`src/rtl/port_timer_pkg.sv`:
```
// Package: addresses, widths and reset values of the port and timer byte registers.
// Assumes a 16-bit byte address on the internal peripheral bus.
package port_timer_pkg;

    // ************************************************************
    // Bus geometry
    // ************************************************************
    localparam int ADDR_W = 16;
    localparam int DATA_W = 8;

    // ************************************************************
    // Byte addresses
    // ************************************************************
    localparam logic [ADDR_W-1:0] TIMER_SHARED_ADDR  = 16'hFFB3;
    localparam logic [ADDR_W-1:0] PORT_DATA_ADDR     = 16'hFFD6;
    localparam logic [ADDR_W-1:0] PORT_DIR_ADDR      = 16'hFFE6;

    // ************************************************************
    // Read answers, reset values and timer counting constants
    // ************************************************************
    localparam logic [DATA_W-1:0] DIR_READ_VALUE     = 8'hFF;
    localparam logic [DATA_W-1:0] UNMAPPED_READ      = 8'hFF;
    localparam logic [DATA_W-1:0] LATCH_RESET        = 8'h00;
    localparam logic [DATA_W-1:0] DIR_RESET          = 8'h00;
    localparam logic [DATA_W-1:0] TIMER_LOAD_RESET   = 8'h00;
    localparam logic [DATA_W-1:0] TIMER_COUNT_RESET  = 8'h00;
    localparam logic [DATA_W-1:0] TIMER_COUNT_TOP    = 8'hFF;
    localparam logic [DATA_W-1:0] TIMER_STEP         = 8'h01;
    localparam logic [DATA_W-1:0] READ_DATA_RESET    = 8'h00;

endpackage : port_timer_pkg

```
`src/rtl/timer_access_if.sv`:
```
// Interface: load-register write and counter readback between port block and timer.
// Assumes both ends share clk.
`timescale 1ns/10ps
interface timer_access_if;
    logic       loadWrite;
    logic [7:0] loadData;
    logic [7:0] count;

    modport access
    (
        output loadWrite,
        output loadData,
        input  count
    );

    modport timer
    (
        input  loadWrite,
        input  loadData,
        output count
    );
endinterface : timer_access_if

```
`src/rtl/port_timer_access.sv`:
```
// Top: byte-wide peripheral slave holding one I/O port and the shared timer address.
// Assumes the core issues one byte read or write per cycle, synchronous to clk.
`timescale 1ns/10ps
module port_timer_access
#(
    parameter int PORT_W = 8
)
(
    input  wire logic                                   clk,
    input  wire logic                                   rst,
    input  wire logic [port_timer_pkg::ADDR_W-1:0]      busAddr,
    input  wire logic                                   busRead,
    input  wire logic                                   busWrite,
    input  wire logic [port_timer_pkg::DATA_W-1:0]      busWrData,
    output logic      [port_timer_pkg::DATA_W-1:0]      busRdData,
    output logic                                        busRdValid,
    input  wire logic [PORT_W-1:0]                      portPinIn,
    output logic      [PORT_W-1:0]                      portPinOut,
    output logic      [PORT_W-1:0]                      portPinOe
);

    // ************************************************************
    // State
    // ************************************************************
    typedef struct packed {
        logic [PORT_W-1:0]                 port_data_latch;
        logic [PORT_W-1:0]                 port_direction_control;
        logic [port_timer_pkg::DATA_W-1:0] rdData;
        logic                              rdValid;
    } port_state_t;

    port_state_t state;
    port_state_t next_state;

    logic [PORT_W-1:0] portReadValue;

    timer_access_if tmrBus ();

    function automatic logic addrHit
    (
        input logic [port_timer_pkg::ADDR_W-1:0] addr,
        input logic [port_timer_pkg::ADDR_W-1:0] target
    );
        addrHit = (addr == target);
    endfunction : addrHit

    // Reads outside the block answer with a fixed byte, so a stray access
    // never echoes whatever the last answer happened to be.
    function automatic logic [port_timer_pkg::DATA_W-1:0] readAnswer
    (
        input logic                              hitTimer,
        input logic                              hitData,
        input logic                              hitDir,
        input logic [port_timer_pkg::DATA_W-1:0] count,
        input logic [port_timer_pkg::DATA_W-1:0] portValue
    );
        // counter value returned, never the load register
        if (hitTimer)
            readAnswer = count;
        else if (hitData)
            readAnswer = portValue;
        else if (hitDir)
            readAnswer = port_timer_pkg::DIR_READ_VALUE;
        else
            readAnswer = port_timer_pkg::UNMAPPED_READ;
    endfunction : readAnswer

    // ************************************************************
    // Address decode
    // ************************************************************
    logic selTimer;
    logic selData;
    logic selDir;
    logic timerLoadWrite;
    logic latchWrite;
    logic dirWrite;

    always_comb
    begin
        selTimer       = addrHit(busAddr, port_timer_pkg::TIMER_SHARED_ADDR);
        selData        = addrHit(busAddr, port_timer_pkg::PORT_DATA_ADDR);
        selDir         = addrHit(busAddr, port_timer_pkg::PORT_DIR_ADDR);
        timerLoadWrite = busWrite & selTimer;
        latchWrite     = busWrite & selData;
        dirWrite       = busWrite & selDir;
    end

    // ************************************************************
    // Timer
    // ************************************************************
    reload_timer reload_timer_i
    (
        .clk (clk),
        .rst (rst),
        .tmr (tmrBus.timer)
    );

    // shared address write goes to load
    assign tmrBus.loadWrite = timerLoadWrite;
    assign tmrBus.loadData  = busWrData;

    // ************************************************************
    // Port read mix
    // ************************************************************
    // A bit-set on the port writes pin levels back into input latches;
    // this is intended, so software keeps its own copy of the latch byte.
    for (genvar i = 0; i < PORT_W; i++)
    begin : g_read_mix
        assign portReadValue[i] = state.port_direction_control[i]
                                ? state.port_data_latch[i] : portPinIn[i];
    end

    // ************************************************************
    // Register access
    // ************************************************************
    always_comb
    begin
        next_state         = state;
        next_state.rdValid = 1'h0;
        if (busRead)
        begin
            next_state.rdValid = 1'h1;
            next_state.rdData  = readAnswer(selTimer, selData, selDir,
                                            tmrBus.count, portReadValue);
        end
        if (latchWrite)
            next_state.port_data_latch = busWrData;
        if (dirWrite)
            next_state.port_direction_control = busWrData;
    end

    always_ff @(posedge clk)
    begin
        if (rst)
        begin
            state.port_data_latch        <= port_timer_pkg::LATCH_RESET;
            state.port_direction_control <= port_timer_pkg::DIR_RESET;
            state.rdData                 <= port_timer_pkg::READ_DATA_RESET;
            state.rdValid                <= 1'h0;
        end
        else
            state <= next_state;
    end

    // ************************************************************
    // Outputs
    // ************************************************************
    assign busRdData  = state.rdData;
    assign busRdValid = state.rdValid;
    assign portPinOut = state.port_data_latch;
    assign portPinOe  = state.port_direction_control;

endmodule : port_timer_access

```
`src/rtl/reload_timer.sv`:
```
// Reloadable 8-bit up counter with a load register at one shared address.
// Assumes the access side writes the load register and reads only the count.
`timescale 1ns/10ps
module reload_timer
(
    input  wire logic       clk,
    input  wire logic       rst,
    timer_access_if.timer   tmr
);

    typedef struct packed {
        logic [7:0] count;
        logic [7:0] load;
    } timer_state_t;

    timer_state_t state;
    timer_state_t next_state;

    always_comb
    begin
        next_state = state;
        // Reload on wrap so the period follows the load register
        if (state.count == port_timer_pkg::TIMER_COUNT_TOP)
            next_state.count = state.load;
        else
            next_state.count = state.count + port_timer_pkg::TIMER_STEP;
        if (tmr.loadWrite)
            next_state.load = tmr.loadData;
    end

    always_ff @(posedge clk)
    begin
        if (rst)
        begin
            state.count <= port_timer_pkg::TIMER_COUNT_RESET;
            state.load  <= port_timer_pkg::TIMER_LOAD_RESET;
        end
        else
            state <= next_state;
    end

    assign tmr.count = state.count;

endmodule : reload_timer

```
`config.mk`:
```
export PLATFORM = sky130hd
export DESIGN_NAME = port_timer_access
export DESIGN_NICKNAME = d
export VERILOG_FILES = /design/src/rtl/port_timer_pkg.sv /design/src/rtl/timer_access_if.sv /design/src/rtl/port_timer_access.sv /design/src/rtl/reload_timer.sv
export SDC_FILE = /design/constraint.sdc
export NUM_CORES = 1
export LEC_CHECK = 0
export BUFFER_PORTS_ARGS = -buffer_cell sky130_fd_sc_hd__buf_4
export CORE_MARGIN = 2
export CORE_UTILIZATION = 46
export DETAILED_ROUTE_END_ITERATION = 7
export PLACE_DENSITY = 0.76
export SLEW_MARGIN = 10
export SYNTH_ARGS = -nofsm -noshare
export SYNTH_HDL_FRONTEND = slang
export SYNTH_SLANG_ARGS = --single-unit
```
`constraint.sdc`:
```
create_clock -name clk -period 1.5 [get_ports clk]
set_clock_uncertainty 0.15 [all_clocks]
set_input_delay 0.15 -clock clk [delete_from_list [all_inputs] [get_ports clk]]
set_output_delay 0.15 -clock clk [all_outputs]
set_load 0.03 [all_outputs]
```
# Yosys cells after proc, flatten, opt, wreduce, memory -nomap -nowiden
# Index checks and enable logic that the tools add are counted.
[word_totals] romBits=0 ramBits=0 word_cells=26 output_inout_bits=25 latchBits=0 register_bits=41 mem_count=0
[op_classes] mux=12 eq_ne=4 n_mul=0 bitwise_logic=3 div=0 magnitude_cmp=0 n_shift=0 addsub=1 n_reduce_logical=0
[ops] operator="== test 16 bit (second input constant)" n=3
[ops] operator="2-to-1 mux 8 bit" n=3
[ops] operator="2-to-1 mux 1 bit" n=9
[ops] operator="adder 8 x 1 -> 8 bit (second input constant)" n=1
[ops] operator="== test 8 bit (second input constant)" n=1
[ops] operator="bitwise AND 1 bit" n=3

# Logic depth before layout (Yosys ltp)
# Gate-level depths: netlist of run 1.
[logic_depth] ltp_word=3 mapped_depth=6 ltp_nobuf=5

# Cells and area by module
# A second synthesis of run 1 with hierarchy kept.
[unflattened] cells_unflattened=232 hier_area_um2=1994.4
[modules_own_cells] mod="port_timer_access" area_each_um2=1247.4 cells_per_inst=151 n_inst=1
[modules_own_cells] mod="reload_timer" area_each_um2=747.0 cells_per_inst=81 n_inst=1

# Least setup slack after synthesis of run 1
# Ideal clock, no wire load.
[synth_timing] path_kind="reg-to-reg" from="register, netlist name reload_timer_i.tmr.count[0]" to="register, netlist name reload_timer_i.tmr.count[4]" t_arrival_ns=1.469 path_buffers=1 path_stages_with_launch=7 synth_period_minus_slack_ns=1.684 required_time_ns=1.285 slack_ns=-0.184 path_cell_list="dfxtp_1 ha_1 and4_1 clkbuf_1 nand4_2 o22a_1 nor2_1"
[synth_via] elab_chain_len=2 elab_cells_between_ends=3 cone_classes="add/sub: 1; eq/ne: 1; mux: 1"
[synth_rtl] item="adder 8 x 1 -> 8 bit or == test 8 bit (tied branches)" line_no="reload_timer.sv:26, reload_timer.sv:23"
[synth_rtl] item="2-to-1 mux 8 bit (*)" line_no="reload_timer.sv:23" source="if (state.count == port_timer_pkg::TIMER_COUNT_TOP)"
# Every way passes the cells marked *; elsewhere a longest branch is shown, timed or not.
# A chain may end at the register's enable or synchronous reset.

# Worst setup path in the final report of run 1
[layout_timing] from="register, netlist name reload_timer_i.tmr.count[1]" to="register, netlist name reload_timer_i.tmr.count[2]"
[layout_via] elab_chain_len=2 elab_cells_between_ends=3 cone_classes="add/sub: 1; eq/ne: 1; mux: 1"
[layout_rtl] item="adder 8 x 1 -> 8 bit or == test 8 bit (tied branches)" line_no="reload_timer.sv:26, reload_timer.sv:23"
[layout_rtl] item="2-to-1 mux 8 bit (*)" line_no="reload_timer.sv:23"
# Marked as above.

==> results of run 1 <==
[routing by layer]
metal	global-route usage (%)	wire length [um]	up-vias
li1	-	-	915
met1	28.7	2270	869
met2	40.0	2780	56
met3	4.80	229	11
met4	8.33	96	0
met5	0	0	-
[repair_timing]
| action | in CTS | in global routing |
|---|---|---|
| hold buffers | 8 | 0 |
| cloned | 0 | 1 |
| pin swaps | 0 | 2 |
| endpoints found under the setup margin | 5 | 8 |
| resized for setup | 3 | 3 |
| endpoints found under the hold margin | 9 | 0 |
[sequential cells by signal, indices dropped and copies added, names as in the netlist]
| name | flops |
|---|---|
| busRdData | 8 |
| busRdValid | 1 |
| portPinOe | 8 |
| portPinOut | 8 |
| reload_timer_i.state | 8 |
| reload_timer_i.tmr.count | 8 |
[cells by family (layout without fill, tap and decap cells)]
kind of cell / after synthesis / after routing / synth area share [%]
XOR/XNOR: 3 / 3 / 1.32
AO/OA/AOI/OAI: 52 / 52 / 16.6
flip-flops: 41 / 41 / 41.2
multiplexers: 25 / 25 / 12.5
buffers and inverters: 16 / 102 / 3.58
adder cells (fa/ha/maj): 1 / 1 / 0.627
AND/OR/NAND/NOR: 66 / 67 / 24.2
[power groups by stage]
| stage | clock network (W) | registers, W | logic, W |
|---|---|---|---|
| 6_report | 0.000771 | 0.00113 | 0.000317 |
| 3_3_place_gp | 0 | 0.00115 | 0.000292 |
| 2_1_floorplan | 0 | 0.00119 | 0.000102 |
| 3_5_place_dp | 0 | 0.00115 | 0.000298 |
| 4_1_cts | 0.000791 | 0.00113 | 0.000316 |
| 5_1_grt | 0.000836 | 0.00113 | 0.000340 |
[worst min-delay path by stage]
| stage | to | startpoint |
|---|---|---|
| after floorplan | portPinOe[0]$_SDFFE_PP0P_ | busWrData[0] |
| after global placement | portPinOe[6]$_SDFFE_PP0P_ | busWrData[6] |
| after detailed placement | portPinOe[5]$_SDFFE_PP0P_ | busWrData[5] |
| after CTS | busRdValid$_SDFF_PP0_ | busRead |
| after global routing | busRdValid$_SDFF_PP0_ | busRead |
| final | busRdValid$_SDFF_PP0_ | busRead |
[stage by stage]
| stage | worst slack (ns) | utilization (%) | total power, W |
|---|---|---|---|
| floorplan | 0.0102 | - | 0.00129 |
| global placement | -0.120 | 64.7 | 0.00144 |
| detailed placement | -0.145 | 64.7 | 0.00145 |
| CTS | 0.0138 | 69.1 | 0.00223 |
| global route | -0.00319 | 69.7 | 0.00231 |
| finish | 0.0739 | 69.7 | 0.00221 |
[worst max-delay path, delay by kind of cell, from the launching register on]
kind                       cells  cell delay, ns
AOI/OAI and AO/OA              1            0.17
adders and majority gates      1            0.14
DFF                            1            0.36
and+or+nand+nor                3            0.55
[synthesized netlist by cell type (all sizes together)]
cell type | instances | area (um^2)
nor2 | 7 | 26.3
or4 | 1 | 7.51
and4 | 4 | 35.0
a211oi | 4 | 30.0
mux2i | 25 | 250
ha | 1 | 12.5
buf | 5 | 30.0
o21bai | 8 | 60.1
nor4b | 2 | 47.6
nand3b | 2 | 40.0
nor4 | 2 | 42.5
o21a | 8 | 60.1
nor3 | 1 | 5.00
a31oi | 10 | 62.6
o22a | 1 | 8.76
xnor2 | 2 | 17.5
xor2 | 1 | 8.76
or2 | 1 | 6.26
o21ai | 9 | 45.0
a21oi | 11 | 55.1
clkbuf | 8 | 30.0
inv | 3 | 11.3
nand2b | 24 | 150
dfxtp | 41 | 821
nand3 | 10 | 50.1
nand4 | 5 | 37.5
o211a | 1 | 10.0
nand2 | 5 | 21.3
nor2b | 2 | 12.5
[layout make-up]
type	instances	area (um^2)	area share (%)
sequential	41	823	28.9
timing repair buffer	91	703	24.7
clock buffer	6	82.6	2.90
multi-input combinational	148	1150	40.5
tap	50	62.6	2.19
clock inverter	2	13.8	0.483
inverter	3	11.3	0.395
==> results.yml, run 1 <==
detailed_routing:
  drt_first_pass_iters: 4
  num_vias: 1851
  wire_per_inst_um: 15.8
  drt_iter0_drc: 147
  drc_errors: 0
  drt-vias-per-instance: 5.43
  number_of_routed_nets_with_antenna_violations: 0
  routed_wirelength_mm: 5.37
logic_synthesis:
  yosys_warn_count: 0
  yosys.cell_types.count: 34
  syn_nets: 241
  ys_seq_area_share_pct: 41.2
  synth-seq-cells: 41
  syn_avg_cell_area_um2: 9.78
  cells_after_synth: 204
  mappedNetlistArea_mm2: 0.00199
cts:
  cts_num_sinks: 41
  cts-htree-levels: 2
  cts-buffers-inserted: 5
  ctsRootBufferMaster: "clkbuf_8"
  path_clk_slew_ns: 0.08
  cts_tree: "built"
  clock_latency_ns: 0.30
  cts_post_setup_buffers_inserted: 0
  cts.path.max_buffers: 2
floorplanning:
  io-pin-count: 61
  die-area_mm2: 0.00488
  num_rows: 23
  initial_core_util_pct: 48.8
  floorplan.die.height_um: 69.8
  placeableCoreArea_mm2: 0.00409
  dieWidth_um: 69.8
global_routing:
  grt_first_pass_wirelength_mm: 9.05
  grt_remaining_overflow: 0
  largest_net_degree_at_the_start_of_global_routing: 50
  number_of_antenna_violations_at_the_first_check_in_global_routing: 0
  global_route_usage_over_all_layers_pct: 23.3
  first_global_vias: 1911
timing:
  final_hold_violating_endpoints: 0
  setup_total_negative_slack_ns: 0
  drv_slew: 0
  timing.slew.headroom_pct: 71.9
  fmax_ghz: 0.701
  rsz0062_at_grt: "true"
  final.hold.worst_slack_ns: 0.0350
  timing_worst_slew_pin_value_ns: 0.422
  crit_share_post_route_pct: 95.1
  final-setup-viol-count: 0
  fin_crit_ns: 1.43
status:
  status: "complete, no violations"
final_layout:
  mostFrequentLayoutCells: "buf_4 (83), dfxtp_1 (39), mux2i_1 (25), nand2b_1 (24), a21oi_1 (11)"
  most_common_cell_after_layout_fill_and_taps_aside: "buf_4"
  non_filler_instances: 341
  syn2layout_area_growth_pct: 42.9
  stdcell_area_mm2: 0.00285
  nNetsFinal: 327
  fillerInstances: 328
  post_route_cells_drive_above_1_share_pct: 37.1
  n_antenna_cell: 0
placed_design:
  hpwl_mm: 3.86
  gpl.final_weighted_congestion: 0.848
  post-place-cells: 324
  placed_cell_area_mm2: 0.00264
  buffer_ports.inserted: 60
power:
  worst_ir_drop_vdd_v: 0.000508
  p_switching_w: 0.000559
  power_leakage_nw: 1.26
  combPwrFrac_pct: 14.3
  power_frac_clock_pct: 34.8
  seqPwrFrac_pct: 50.9
  switching_share_pct: 25.2
  p_per_area_mw_per_mm2: 777
  intPower_w: 0.00166
critical_path:
  worst_r2r_startpoint: "reload_timer_i.tmr.count[1]$_SDFF_PP0_"
  worst-r2r-cell-count: 5
  cp-startpoint: "reload_timer_i.tmr.count[1]$_SDFF_PP0_"
  crit_path_start_kind: "flop"
  setup.worst_path.end_class: "flop"
  critical_path.cell_chain: "ha_4 > and4_4 > nand4_4 > o21ai_1 > nor2b_1"
  rr_endpoint: "reload_timer_i.tmr.count[2]$_SDFF_PP0_"
  arrival_ns: 1.51
  critical_path.endpoint: "reload_timer_i.tmr.count[2]$_SDFF_PP0_"
  worst-path-max-fanout: 5
  cp.required_ns: 1.58
  critPathSlowestCell: "dfxtp_2"
  worst_path_largest_cell_delay_ns: 0.36
  timing.reg2reg.setup_slack_ns: 0.07
  worstSetupPathType: "flop to flop"
job:
  maxCapViolations: 0
min_path:
  hp-class: "input pin to flop"
  worstHoldPathCells: 2
Note: power is estimated with default switching activity, not from simulation.
==> run 2: changes to the inputs <==
Settings changed: CORE_MARGIN 2 to unset.
==> results.yml, run 2 (same netlist as run 1, synthesis figures left out) <==
critical_path:
  critPathSlowestCell: "dfxtp_2"
  worst_path_largest_cell_delay_ns: 0.36
  critical_path.cell_chain: "ha_4 > and4_4 > nand4_4 > o22a_1 > nor2_1"
  crit_path_start_kind: "flop"
  cp.required_ns: 1.59
  setup.worst_path.end_class: "flop"
  arrival_ns: 1.55
  worstSetupPathType: "flop to flop"
  worst-path-max-fanout: 5
timing:
  setup_total_negative_slack_ns: 0
  timing.slew.headroom_pct: 75.3
  fmax_ghz: 0.684
  drv_slew: 0
  fin_ws_ns: 0.0383
  final-setup-viol-count: 0
  final_hold_violating_endpoints: 0
  fin_crit_ns: 1.46
  final.hold.worst_slack_ns: 0.0423
  crit_share_post_route_pct: 97.4
  timing_worst_slew_pin_value_ns: 0.370
final_layout:
  syn2layout_area_growth_pct: 45.7
  seqCellArea_um2: 823
  mostFrequentLayoutCells: "buf_4 (85), dfxtp_1 (39), mux2i_1 (25), nand2b_1 (24)"
  most_common_cell_after_layout_fill_and_taps_aside: "buf_4"
  nNetsFinal: 331
  fillerInstances: 324
  multi_input_area_mm2: 0.00116
  n_antenna_cell: 0
  post_route_cells_drive_above_1_share_pct: 37.1
detailed_routing:
  wire_per_inst_um: 15.8
  number_of_routed_nets_with_antenna_violations: 0
  drt_iter0_drc: 99
  drc_errors: 0
  drt-vias-per-instance: 5.46
  num_vias: 1879
  routed_wirelength_mm: 5.45
  drt_first_pass_iters: 4
floorplanning:
  placeableCoreArea_mm2: 0.00409
  dieWidth_um: 67.8
  io-pin-count: 61
  initial_core_util_pct: 48.8
  num_rows: 23
  die-area_mm2: 0.00460
  floorplan.die.height_um: 67.8
cts:
  ctsRootBufferMaster: "clkbuf_8"
  cts-htree-levels: 2
  clock_latency_ns: 0.30
  cts-buffers-inserted: 5
  cts.path.max_buffers: 2
  cts_num_sinks: 41
  path_clk_slew_ns: 0.08
  cts_tree: "built"
power:
  power_leakage_nw: 1.29
  worst_ir_drop_vdd_v: 0.000618
  p_per_area_mw_per_mm2: 800
  total_power_w: 0.00232
global_routing:
  number_of_antenna_violations_at_the_first_check_in_global_routing: 0
  largest_net_degree_at_the_start_of_global_routing: 22
  grt_remaining_overflow: 0
  global_route_usage_over_all_layers_pct: 25.0
  first_global_vias: 1799
  grt_first_pass_wirelength_mm: 8.31
job:
  maxCapViolations: 0
placed_design:
  gpl.final_weighted_congestion: 0.865
  dpl_worst_slack_ns: -0.150
  hpwl_mm: 3.85
  buffer_ports.inserted: 60
min_path:
  hp-class: "input pin to flop"
status:
  status: "complete, no violations"
-- run 2: report_power, final --
part	total (W)	switching, W	internal, W
combinational	0.000329	0.000149	0.000180
sequential	0.00113	0.0000138	0.00111
clock	0.000869	0.000385	0.000484
-- run 2: cell type report --
type	count	area share (%)
clock buffers	5	2.37
multi-input cells	148	39.8
well taps	50	2.15
clock inverters	2	1.21
repair buffers	95	25.8
flip-flops and latches	41	28.3
inverters	3	0.388
-- run 2: worst paths after layout --
path,startpoint,to,slack [ns],cells after the start
worst min register to register,reload_timer_i.state[5]$_SDFFE_PP0P_,reload_timer_i.state[5]$_SDFFE_PP0P_,0.34,2
worst min-delay path,busRead,busRdValid$_SDFF_PP0_,0.04,2
worst max register to register,reload_timer_i.tmr.count[1]$_SDFF_PP0_,reload_timer_i.tmr.count[4]$_SDFF_PP0_,0.04,5
worst max-delay path,reload_timer_i.tmr.count[1]$_SDFF_PP0_,reload_timer_i.tmr.count[4]$_SDFF_PP0_,0.04,5
-- run 2: per-stage QoR --
| step | util (%) | cells | instance area, um^2 |
|---|---|---|---|
| floorplan | - | 204 | 2030 |
| global placement | 65.6 | 327 | 2680 |
| detailed placement | 65.6 | 327 | 2680 |
| CTS | 70.4 | 343 | 2880 |
| global route | 71.1 | 344 | 2910 |
| finish | 71.1 | 344 | 2910 |
-- run 2: worst max-delay path, delay by kind of cell (launching register included) --
| kind | cells | cell delay [ns] |
|---|---|---|
| AO/OA/AOI/OAI | 1 | 0.26 |
| AND/OR/NAND/NOR | 3 | 0.50 |
| flip-flops | 1 | 0.36 |
| adder cells (fa/ha/maj) | 1 | 0.14 |
-- run 2: routing by layer --
layer | share of wire [%] | global-route usage [%] | wire length, um
met1 | 43 | 28.7 | 2350
met2 | 51 | 45.8 | 2780
met3 | 4.9 | 6.17 | 266
met4 | 0.94 | 6.77 | 51
met5 | 0 | 0 | 0
-- run 2: what timing repair did --
action / in CTS / in global routing
pin swaps: 0 / 1
setup buffers: 0 / 0
setup endpoints to repair: 6 / 5
endpoints found under the hold margin: 13 / 0
resized for setup: 2 / 3
hold buffers: 9 / 0
cloned: 0 / 1
